[src/lem_pkg.sv]
`default_nettype none
package lem_pkg;
    // ****************************************************************
    // register offsets (byte addresses on the internal bus)
    // ****************************************************************
    localparam logic [7:0] LEM_OFF_MONITOR = 8'h04;  // bus monitor
    localparam logic [7:0] LEM_OFF_HBERR   = 8'h08;  // host bus error
    localparam logic [7:0] LEM_OFF_FWIRQ   = 8'h0C;  // firmware irq
    // ****************************************************************
    // field positions
    // ****************************************************************
    localparam int LEM_B_PDSTATE  = 0;   // power-down state bit
    localparam int LEM_B_ANY      = 0;   // combined fault flag
    localparam int LEM_B_EN       = 1;   // internal-error enable
    localparam int LEM_B_BAR      = 2;   // bar conflict flag
    localparam int LEM_B_RUN      = 3;   // runtime i/o fault flag
    localparam int LEM_B_CFG      = 4;   // configuration fault flag
    localparam int LEM_B_DMA      = 5;   // dma fault flag
    localparam int LEM_B_ADDR_LO  = 8;   // fault address low bit
    localparam int LEM_ADDR_W     = 24;  // fault address width
    localparam int LEM_B_FWIRQ    = 0;   // firmware irq bit
    localparam logic [31:0] LEM_RST_VAL = 32'h0000_0000; // reset value
    // ****************************************************************
    // carriers
    // ****************************************************************
    typedef struct packed {
        logic                  valid;    // one transaction ended
        logic [LEM_ADDR_W-1:0] addr;     // its internal address
        logic                  bar_hit2; // two or more bars matched
        logic                  dma_err;  // dma access bus error
        logic                  cfg_err;  // config access bus error
        logic                  io_err;   // i/o access bus error
    } lem_txn_t;
    typedef struct packed {
        logic        rd;     // read strobe
        logic        wr;     // write strobe
        logic [7:0]  addr;   // byte offset
        logic [31:0] wdata;  // write data
    } lem_req_t;
endpackage : lem_pkg
`default_nettype wire

[src/lem_w1c_bit.sv]
`default_nettype none
// sticky flag: hardware set wins over software write-one clear
module lem_w1c_bit
    import lem_pkg::*;
(
    input  wire logic SYS_CLK,
    input  wire logic RST_N,
    input  wire logic set_i,
    input  wire logic clr_i,
    output var  logic flag_o
);
    logic flag_q;  // stored flag
    logic flag_d;  // next flag
    // ****************************************************************
    // next value
    // ****************************************************************
    always_comb begin
        flag_d = flag_q;
        if (clr_i) begin
            flag_d = 1'b0;
        end
        if (set_i) begin
            flag_d = 1'b1;  // set has priority
        end
    end
    // register
    always_ff @(posedge SYS_CLK) begin
        if (!RST_N) begin
            flag_q <= 1'b0;
        end else begin
            flag_q <= flag_d;
        end
    end
    assign flag_o = flag_q;
endmodule : lem_w1c_bit
`default_nettype wire

[src/lem_regs.sv]
`default_nettype none
module lem_regs
    import lem_pkg::*;
(
    input  wire logic     SYS_CLK,
    input  wire logic     RST_N,
    input  wire logic     POWER_DOWN_N,
    input  wire lem_txn_t TXN,
    input  wire lem_req_t REQ,
    output var  logic     RD_VALID,
    output var  logic [31:0] RDATA,
    output var  logic     FAULT_IRQ,
    output var  logic     FW_IRQ_SOURCE
);
    // number of bits in the flag and enable group of the error register
    localparam int LEM_NFLAG = LEM_B_DMA + 1;

    // ****************************************************************
    // state
    // ****************************************************************
    logic                  pd_q, pd_d;           // power-down state
    logic [LEM_ADDR_W-1:0] addr_q, addr_d;       // fault_addr
    logic                  en_q, en_d;           // internal-error enable
    logic                  fw_q, fw_d;           // fw_irq_source
    logic                  rv_q, rv_d;           // read answer valid
    logic [31:0]           rd_q, rd_d;           // read data
    logic [LEM_NFLAG-1:0]  set_v;                // flag set terms
    logic [LEM_NFLAG-1:0]  clr_v;                // flag clear terms
    logic [LEM_NFLAG-1:0]  flag_v;               // flag values
    logic                  bus_fault;            // enabled bus error now
    logic                  wr_err;               // write to hbe reg
    // address decode shared by read and write paths
    function automatic logic hit(input logic [7:0] a,
                                 input logic [7:0] off);
        hit = (a == off);
    endfunction : hit
    // ****************************************************************
    // flag set and clear terms
    // ****************************************************************
    always_comb begin
        wr_err = REQ.wr && hit(REQ.addr, LEM_OFF_HBERR);
        bus_fault = TXN.valid && en_q &&
                    (TXN.dma_err || TXN.cfg_err || TXN.io_err);
        set_v = '0;
        set_v[LEM_B_DMA] = TXN.valid && en_q && TXN.dma_err;
        set_v[LEM_B_CFG] = TXN.valid && en_q && TXN.cfg_err;
        set_v[LEM_B_RUN] = TXN.valid && en_q && TXN.io_err;
        set_v[LEM_B_BAR] = TXN.valid && TXN.bar_hit2;
        // conflict always, bus errors only when enabled
        set_v[LEM_B_ANY] = (TXN.valid && TXN.bar_hit2) || bus_fault;
        clr_v = '0;
        for (int i = 0; i < LEM_NFLAG; i++) begin
            if (i != LEM_B_EN) begin
                clr_v[i] = wr_err && REQ.wdata[i];
            end
        end
    end
    // ****************************************************************
    // sticky flags, one instance per w1c bit
    // ****************************************************************
    genvar g;
    generate
        for (g = 0; g < LEM_NFLAG; g++) begin : g_flag
            if (g == LEM_B_EN) begin : g_rw
                assign flag_v[g] = en_q;
            end else begin : g_w1c
                lem_w1c_bit u_bit (
                    .SYS_CLK (SYS_CLK),
                    .RST_N   (RST_N),
                    .set_i   (set_v[g]),
                    .clr_i   (clr_v[g]),
                    .flag_o  (flag_v[g])
                );
            end
        end
    endgenerate
    // ****************************************************************
    // next values of plain registers
    // ****************************************************************
    always_comb begin
        pd_d   = ~POWER_DOWN_N;
        addr_d = addr_q;
        // load only while combined flag clear: first fault kept
        if (TXN.valid && !flag_v[LEM_B_ANY]) begin
            addr_d = TXN.addr;
        end
        en_d = en_q;
        if (wr_err) begin
            en_d = REQ.wdata[LEM_B_EN];
        end
        fw_d = fw_q;
        if (REQ.wr && hit(REQ.addr, LEM_OFF_FWIRQ)) begin
            fw_d = REQ.wdata[LEM_B_FWIRQ];
        end
        rv_d = REQ.rd;
        rd_d = LEM_RST_VAL;
        if (REQ.rd) begin
            if (hit(REQ.addr, LEM_OFF_MONITOR)) begin
                rd_d[LEM_B_PDSTATE] = pd_q;
            end else if (hit(REQ.addr, LEM_OFF_HBERR)) begin
                rd_d[31:LEM_B_ADDR_LO] = addr_q;
                rd_d[LEM_NFLAG-1:0] = flag_v;
            end else if (hit(REQ.addr, LEM_OFF_FWIRQ)) begin
                rd_d[LEM_B_FWIRQ] = fw_q;
            end
        end
    end
    // register stage; internal bus only
    always_ff @(posedge SYS_CLK) begin
        if (!RST_N) begin
            pd_q   <= 1'b0;
            addr_q <= '0;
            en_q   <= 1'b0;
            fw_q   <= 1'b0;
            rv_q   <= 1'b0;
            rd_q   <= LEM_RST_VAL;
        end else begin
            pd_q   <= pd_d;
            addr_q <= addr_d;
            en_q   <= en_d;
            fw_q   <= fw_d;
            rv_q   <= rv_d;
            rd_q   <= rd_d;
        end
    end
    assign RD_VALID      = rv_q;
    assign RDATA         = rd_q;
    assign FAULT_IRQ     = flag_v[LEM_B_ANY];
    assign FW_IRQ_SOURCE = fw_q;
endmodule : lem_regs
`default_nettype wire

[config.mk]
export PLATFORM = sky130hd
export DESIGN_NAME = lem_regs
export DESIGN_NICKNAME = d
export VERILOG_FILES = /design/src/lem_pkg.sv /design/src/lem_w1c_bit.sv /design/src/lem_regs.sv
export SDC_FILE = /design/constraint.sdc
export NUM_CORES = 1
export LEC_CHECK = 0
export BUFFER_PORTS_ARGS = -buffer_cell sky130_fd_sc_hd__buf_2
export CAP_MARGIN = 20
export CORE_MARGIN = 2
export CORE_UTILIZATION = 44
export DETAILED_ROUTE_END_ITERATION = 8
export GPL_TIMING_DRIVEN = 1
export PLACE_DENSITY = 0.78
export SYNTH_ARGS = -nofsm -noshare
export SYNTH_HDL_FRONTEND = slang
export SYNTH_SLANG_ARGS = --single-unit
[constraint.sdc]
create_clock -name SYS_CLK -period 1.33 [get_ports SYS_CLK]
set_input_delay 0.0665 -clock SYS_CLK [delete_from_list [all_inputs] [get_ports SYS_CLK]]
set_output_delay 0.0665 -clock SYS_CLK [all_outputs]
set_load 0.05 [all_outputs]
### Word level (Yosys, flattened, before mapping)

Cells that the tools add are included.

| storage, ports and cells | value |
|---|---|
| logic and storage cells | 58 |
| output and inout port bits | 35 |
| bits in registers | 65 |
| input port bits | 74 |

| cells by class | value |
|---|---|
| equality and inequality tests | 3 |
| reduce and logical (&&, ||, !) cells | 25 |
| mux-type cells | 13 |
| bitwise operators | 4 |

Operators with widths:

| cell | number |
|---|---|
| $eq 8x4->1 const B | 2 |
| $logic_and 1x1->1 | 14 |
| $mux 1 | 13 |
| $reduce_bool 2->1 | 5 |
| $eq 8x3->1 const B | 1 |
| $not 1->1 | 4 |
| $reduce_or 4->1 | 1 |
| $logic_or 1x1->1 | 3 |
| $reduce_and 2->1 | 1 |
| $logic_not 1->1 | 1 |

### Depth between registers and ports, before layout

Gate-level depths: netlist of run 1.

| logic depth | value |
|---|---|
| depth after elaboration | 5 |
| depth in mapped cells | 6 |
| depth with buffers taken out | 3 |

### Modules after synthesis

From an unflattened synthesis of run 1, not the netlist that was laid out.

| unflattened totals | value |
|---|---|
| cells, all modules | 222 |
| area, all modules | 2205.9 µm² |

By module, submodules not included:

| module | sequential area each (µm²) | instances | area an instance (µm²) | cells each |
|---|---|---|---|---|
| lem_regs | 1161.1 | 1 | 1999.4 | 207 |
| lem_w1c_bit | 20.0 | 5 | 41.3 | 3 |

### Worst setup path after synthesis of run 1

OpenSTA, ideal clock, no wires.

| timing | value |
|---|---|
| kind | reg2reg |
| start | register g_flag[0].g_w1c.u_bit.flag_q |
| end | register addr_q[14] |
| slack | -0.215 ns |
| required time | 1.260 ns |
| library setup time | 0.070 ns |
| path buffers | 2 |
| data arrival time | 1.474 ns |
| period minus slack after synthesis | 1.545 ns |
| stages on the path, launching flop included | 6 |
| path through | dfxtp_1 > nand2b_1 > clkbuf_1 > clkbuf_1 > nand2_1 > a21oi_1 |

| between the ends | value |
|---|---|
| cells in the longest elaborated chain, start to end | 2 |

RTL lines:

| item | RTL line | source |
|---|---|---|
| start, declared | lem_w1c_bit.sv:12 | `logic flag_q;` |
| start signal, assigned | lem_w1c_bit.sv:31 | `flag_q <= flag_d;` |
| $logic_not 1->1 | lem_regs.sv:84 | `if (TXN.valid && !flag_v[LEM_B_ANY]) begin` |
| $logic_and 1x1->1 | lem_regs.sv:84 |  |
| end signal, assigned | lem_regs.sv:119 | `addr_q <= addr_d;` |
| end, declared | lem_regs.sv:22 | `logic [LEM_ADDR_W-1:0] addr_q, addr_d;` |

No other way between the ends.
A chain may end at the register's enable or synchronous reset.

### Worst setup path in the final report of run 1

| timing | value |
|---|---|
| start | input REQ[41] (netlist name) |
| end | register rd_q[14] (netlist: RDATA[14]) |

| between the ends | value |
|---|---|
| cells in the longest elaborated chain, start to end | 2 |

RTL lines:

| item | RTL line | source |
|---|---|---|
| start, declared | lem_regs.sv:9 | `input wire lem_req_t REQ,` |
| $not 1->1 (no source line) | - |  |
| $reduce_or 4->1 (no source line) | - |  |
| end signal, assigned | lem_regs.sv:123 | `rd_q <= rd_d;` |
| end, declared | lem_regs.sv:26 | `logic [31:0] rd_q, rd_d;` |

No other way between the ends.

==> results.sh, run 1 <==
export IMPL_status="complete, no violations"
export IMPL_die_area_um2=5460
export IMPL_grt_pass1_vias=1805
export IMPL_final_instance_count_excl_fill=409
export IMPL_ys_ff_latch=63
export IMPL_yosysMostFrequentCell="dfxtp_1"
export IMPL_rsz0062_at_grt="false"
export IMPL_grt_max_degree=25
export IMPL_dpl_instance_area_um2=2630
export IMPL_finalWirelength_mm=4.95
export IMPL_root_buffer="clkbuf_8"
export IMPL_synth_seq_area_share_pct=58.7
export IMPL_hp_class="in -> reg"
export IMPL_port_buffer_count=80
export IMPL_async_flop_share_pct=0
export IMPL_vias=1902
export IMPL_fp_dieW_um=73.9
export IMPL_finalHoldViolCount=0
export IMPL_finalPower_w=0.00431
export IMPL_antenna_left=0
export IMPL_hpwl_mm=3.00
export IMPL_synth_area_top_cells="dfxtp_1, nand2_1, and2_2"
export IMPL_clk_latency_ps=330
export IMPL_cp_arrival_ps=1400
export IMPL_fin_nets=411
export IMPL_max_freq_mhz=851
export IMPL_cap_violations=0
export IMPL_stdcell_area_um2=3210
export IMPL_placed_cells=360
export IMPL_cts_tree="yes"
export IMPL_cts_buffers=9
export IMPL_die_h_um=73.9
export IMPL_drt_iter0_markers=125
export IMPL_peakVddDrop_mv=0.656
export IMPL_worstPathMaxFanout=19
export IMPL_final_max_slew_viol_count=0
export IMPL_vias_per_cell=4.65
export IMPL_setup_violations=0
export IMPL_synthCells=222
export IMPL_p_per_area_nw_per_um2=1340
export IMPL_worstSetupEndpointType="flop"
export IMPL_finalSetupTns_ps=0
export IMPL_clock_sinks=63
export IMPL_gr_total_overflow=0
export IMPL_synth_cells_most_frequent="dfxtp_1, nand2_1, a21oi_1"
export IMPL_synth_cell_types=31
export IMPL_n_antenna_cell=0
export IMPL_fillers=386
export IMPL_leakagePower_nw=1.48
export IMPL_drc=0
export IMPL_synth_area_per_cell_um2=9.68
export IMPL_synth_top_area_share_pct=58.7
export IMPL_r2r_setup_slack_ps=330
export IMPL_clock_path_buffers=2
export IMPL_ys_flop_type="dfxtp_1"
export IMPL_area_growth_syn_to_layout_pct=49.4
export IMPL_multi_input_area_um2=792
export IMPL_ys_warn_count=0
export IMPL_cts_htree_levels=3
export IMPL_core_um2=4720
export IMPL_fin_crit_ps=1180
export IMPL_start_util_pct=45.5
export IMPL_synth_top_area_cell="dfxtp_1"
export IMPL_io_pins=109
export IMPL_clock_skew_ps=6.26
export IMPL_synth_edf_count=0
export IMPL_crit_path_start_kind="input pin"
export IMPL_netlist_area_um2=2150
export IMPL_grt_pass1_wl_mm=8.01
export IMPL_worstSetupPathType="in -> reg"
export IMPL_wl_per_cell_um=12.1
export IMPL_worstPathRequired_ps=1550
export IMPL_grt_use_total_pct=19.7
export IMPL_clk_pin_slew_ps=70
export IMPL_rows=25
export IMPL_antenna_found_initial=0
export IMPL_regArea_um2=1260
export IMPL_drive_above_1_share_pct=37.4
export IMPL_place_gp_congestion=0.758
export IMPL_first_pass_iters=4
export IMPL_period_share_pct=88.3
## flip-flops by register name, summed over array words and instances (netlist names)
name,flops
pd_q,1
FW_IRQ_SOURCE,1
addr_q,24
en_q,1
g_flag.g_w1c.u_bit.flag_o,5
RD_VALID,1
RDATA,30
## cells by family (layout without fill, tap and decap cells)
kind of cell | count (synthesis) | after routing | synth area share (%)
AOI/OAI and AO/OA | 36 | 36 | 9.67
buffers and inverters | 19 | 138 | 4.95
DFF | 63 | 63 | 58.7
muxes | 3 | 3 | 1.46
other | 1 | 2 | 0.175
and+or+nand+nor | 100 | 100 | 25.0
## metrics by stage
step / util, % / hold WS [ps] / worst slack, ps
2_1_floorplan: - / 139 / -28.5
3_3_place_gp: 55.7 / 225 / 136
3_5_place_dp: 55.7 / 225 / 124
4_1_cts: 67.9 / 3.18 / 43.2
5_1_grt: 68.0 / 44.6 / 69.3
6_report: 68.0 / 23.8 / 155
## metal layers
metal	wire length [µm]	up-vias	track usage, %
met4	125	0	12.5
met2	2550	70	33.9
met3	188	13	3.02
met5	0	-	0
met1	2090	868	22.5
li1	-	951	-
## final cells by class
cell class,count,share of cell area (%)
inverters,2,0.234
clock inverters,7,3.74
well taps,67,2.61
flip-flops and latches,63,39.3
clock buffers,9,3.86
repair buffers,120,25.6
multi-input cells,141,24.7
## where the power goes
group          total (W)  internal, W  switching (W)
clock network    0.00199      0.00125       0.000744
logic           0.000356     0.000185       0.000171
registers        0.00196      0.00194      0.0000221
## worst max-delay path, stage by stage
cell,delay [ps]
dlygate4sd3_1,530
buf_2,120
nor4bb_4,150
and3_4,190
buf_12,140
and2_2,200
## cells in the final DEF (no fill, tap or decap)
master / n
inv_1: 2
dlygate4sd3_1: 33
a21oi_1: 25
and3_4: 1
nor4_1: 1
nor4_4: 1
inv_6: 1
bufinv_16: 3
mux2_2: 1
nor2b_2: 1
nand2_1: 54
buf_2: 80
a41oi_1: 1
dfxtp_2: 1
clkbuf_8: 9
and2_1: 11
dfxtp_1: 62
clkinv_4: 1
a31oi_1: 3
conb_1: 2
and2_2: 19
a22oi_1: 1
clkinvlp_4: 1
nor4bb_4: 1
o21a_1: 1
buf_12: 3
o21ai_0: 1
mux2i_1: 2
buf_4: 4
nor2_1: 3
nand3_1: 3
nor3b_1: 1
nand4_1: 1
a311oi_1: 4
and3_1: 1
nand2b_1: 1
clkinv_2: 1
nor2b_1: 1
## path summary, 6_finish.rpt
path / startpoint / endpoint / depth (start not counted)
hold reg to reg: addr_q[16]$_SDFFE_PN0P_ / addr_q[16]$_SDFFE_PN0P_ / 2
hold / removal: REQ[34] / RDATA[0]$_SDFF_PN0_ / 3
setup / recovery: REQ[41] / RDATA[14]$_SDFF_PP0_ / 6
setup reg to reg: en_q$_SDFFE_PN0N_ / g_flag[4].g_w1c.u_bit.flag_o$_SDFFE_PN0P_ / 2
## timing repair
action | 4_1_cts | 5_1_grt
endpoints found under the setup margin | 0 | 25
gates resized for setup | 0 | 1
hold buffers | 33 | 0
setup buffers | 0 | 0
endpoints found under the hold margin | 33 | 0
No activity file was read; power rests on OpenSTA's default activity.
==> run 2, diff against run 1 <==
Settings changed: RECOVER_POWER set to 100.
Clock period 1.33 ns to 1.25 ns, I/O delays scaled along.
==> run 2 against run 1 <==
  * Die area unchanged
  * Power fell by 4.5%
  * First-iteration DRC count down 28%
  * Non-clock buffer count is 1 lower
  * Sequential power rose by 7%
  * Largest cell class unchanged
  * Flip-flop and latch count is the same
  * Worst hold slack got worse by 17 ps
  * Combinational power increased by 6.2%
  * Worst setup slack got worse by 4.4 ps
  * Wire length down 2.0%
  * Via count fell by 3.7%
  * Utilization is 1.5 points lower
==> results.sh, run 2 (synthesized netlist as in run 1, its figures left out) <==
export IMPL_final_cell_mix="dfxtp_1, nand2_1, buf_2, clkbuf_2, dlygate4sd3_1"
export IMPL_clock_skew_ps=3.62
export IMPL_finalWirelength_mm=4.85
export IMPL_p_per_area_nw_per_um2=1310
export IMPL_port_buffer_count=80
export IMPL_drive_above_1_share_pct=35.9
export IMPL_peakVddDrop_mv=0.643
export IMPL_io_pins=109
export IMPL_cts_buffers=9
export IMPL_m1WireLength_mm=2.05
export IMPL_worstPathMaxFanout=5
export IMPL_clock_path_buffers=2
export IMPL_clkPwrFrac_pct=40.2
export IMPL_rows=25
export IMPL_path_delay_family="flip-flops"
export IMPL_start_util_pct=45.5
export IMPL_finalSetupTns_ps=0
export IMPL_vias_per_cell=4.50
export IMPL_grt_pass1_wl_mm=7.91
export IMPL_fin_nets=410
export IMPL_dpl_instance_area_um2=2650
export IMPL_antenna_found_initial=0
export IMPL_crit_path_top_delay_cell="dfxtp_1"
export IMPL_clk_pin_slew_ps=70
export IMPL_p_comb_share_pct=9.2
export IMPL_grt_use_total_pct=19.5
export IMPL_rsz0062_at_grt="false"
export IMPL_wl_per_cell_um=11.9
export IMPL_clk_latency_ps=320
export IMPL_setup_violations=0
export IMPL_highest_layer="met4"
export IMPL_seqPwrFrac_pct=50.6
export IMPL_finalHoldViolCount=0
export IMPL_gr_total_overflow=0
export IMPL_antenna_left=0
export IMPL_internal_power_w=0.00320
export IMPL_cpPeakStageDelay_ps=400
export IMPL_cp_arrival_ps=1040
export IMPL_dr_wl_met3_um=207
export IMPL_hp_class="in -> reg"
export IMPL_crit_path_cell_trace="clkbuf_2"
export IMPL_status="complete, no violations"
export IMPL_worstSetupPathType="reg -> out"
export IMPL_crit_path_start_kind="flop"
export IMPL_stdcell_area_um2=3140
export IMPL_core_um2=4720
export IMPL_final_common_cell="dfxtp_1"
export IMPL_cts_tree="yes"
export IMPL_swShare_pct=22.4
export IMPL_p_sw_w=0.000922
export IMPL_fin_crit_ps=1100
export IMPL_fp_dieW_um=73.9
export IMPL_whs_ps=6.87
export IMPL_root_buffer="clkbuf_8"
export IMPL_max_freq_mhz=910
export IMPL_drt_iter0_markers=90
export IMPL_clock_sinks=63
export IMPL_leakagePower_nw=1.42
export IMPL_grt_pass1_vias=1842
export IMPL_cts_htree_levels=3
export IMPL_first_pass_iters=4
export IMPL_grt_max_degree=30
export IMPL_cts_setup_buffers=0
export IMPL_worstSetupEndpointType="output port"
export IMPL_drc=0
export IMPL_n_antenna_cell=0
export IMPL_cap_violations=0
export IMPL_final_max_slew_viol_count=0
export IMPL_hpwl_mm=2.90
export IMPL_period_share_pct=88.0
export IMPL_worstPathRequired_ps=1190
export IMPL_worst_path_buf_inv=1
export IMPL_vias=1832
export IMPL_place_gp_congestion=0.822
export IMPL_largest_register_ffs=30
export IMPL_route_met2_wl_mm=2.43
export IMPL_die_area_um2=5460
export IMPL_area_growth_syn_to_layout_pct=46.2
export IMPL_die_h_um=73.9
-- run 2: worst register-to-register path: stages, from the launching register on --
cell and delay, ps:
dfxtp_1 400, nand2b_1 180, buf_12 180, nand2_1 80
a21oi_1 150
-- run 2: what timing repair did --
item	in CTS	in global routing
hold buffers	32	0
endpoints found under the hold margin	32	0
gates resized for setup	0	0
-- run 2: layout make-up --
type / count / area [µm²]
inverter: 2 / 7.51
fill: 401 / 1580
timing repair buffer: 119 / 818
clock inverter: 2 / 12.5
sequential: 63 / 1260
tap: 67 / 83.8
clock buffer: 13 / 180
multi-input combinational: 141 / 778
-- run 2: routing by layer --
| layer | track usage (%) | vias to the layer above |
|---|---|---|
| li1 | - | 946 |
| met2 | 32.4 | 64 |
| met4 | 15.2 | 0 |
| met5 | 0 | - |
| met3 | 3.70 | 14 |
| met1 | 21.8 | 808 |
-- run 2: path summary, 6_finish.rpt --
| path | start | to | slack, ps | cells after the start |
|---|---|---|---|---|
| max reg2reg | g_flag[0].g_w1c.u_bit.flag_o$_SDFFE_PN0P_ | addr_q[5]$_SDFFE_PN0P_ | 180 | 4 |
| min | REQ[33] | RDATA[0]$_SDFF_PN0_ | 7 | 4 |
| max | g_flag[0].g_w1c.u_bit.flag_o$_SDFFE_PN0P_ | FAULT_IRQ | 150 | 1 |
| min reg2reg | addr_q[9]$_SDFFE_PN0P_ | addr_q[9]$_SDFFE_PN0P_ | 450 | 2 |
-- run 2: stage by stage --
stage	utilization (%)	total power, W	std cells	setup slack (ps)
floorplan	-	0.00229	223	66.1
global placement	56.0	0.00242	360	54.9
detailed placement	56.0	0.00243	360	42.2
CTS	66.9	0.00417	407	212
global route	66.5	0.00431	407	101
finish	66.5	0.00412	407	151
-- run 2: power by group through the flow --
stage | Combinational [W] | Clock [W] | Sequential, W
floorplan | 0.000148 | 0 | 0.00214
global placement | 0.000296 | 0 | 0.00213
detailed placement | 0.000300 | 0 | 0.00213
CTS | 0.000379 | 0.00170 | 0.00208
global route | 0.000416 | 0.00181 | 0.00209
finish | 0.000378 | 0.00166 | 0.00209
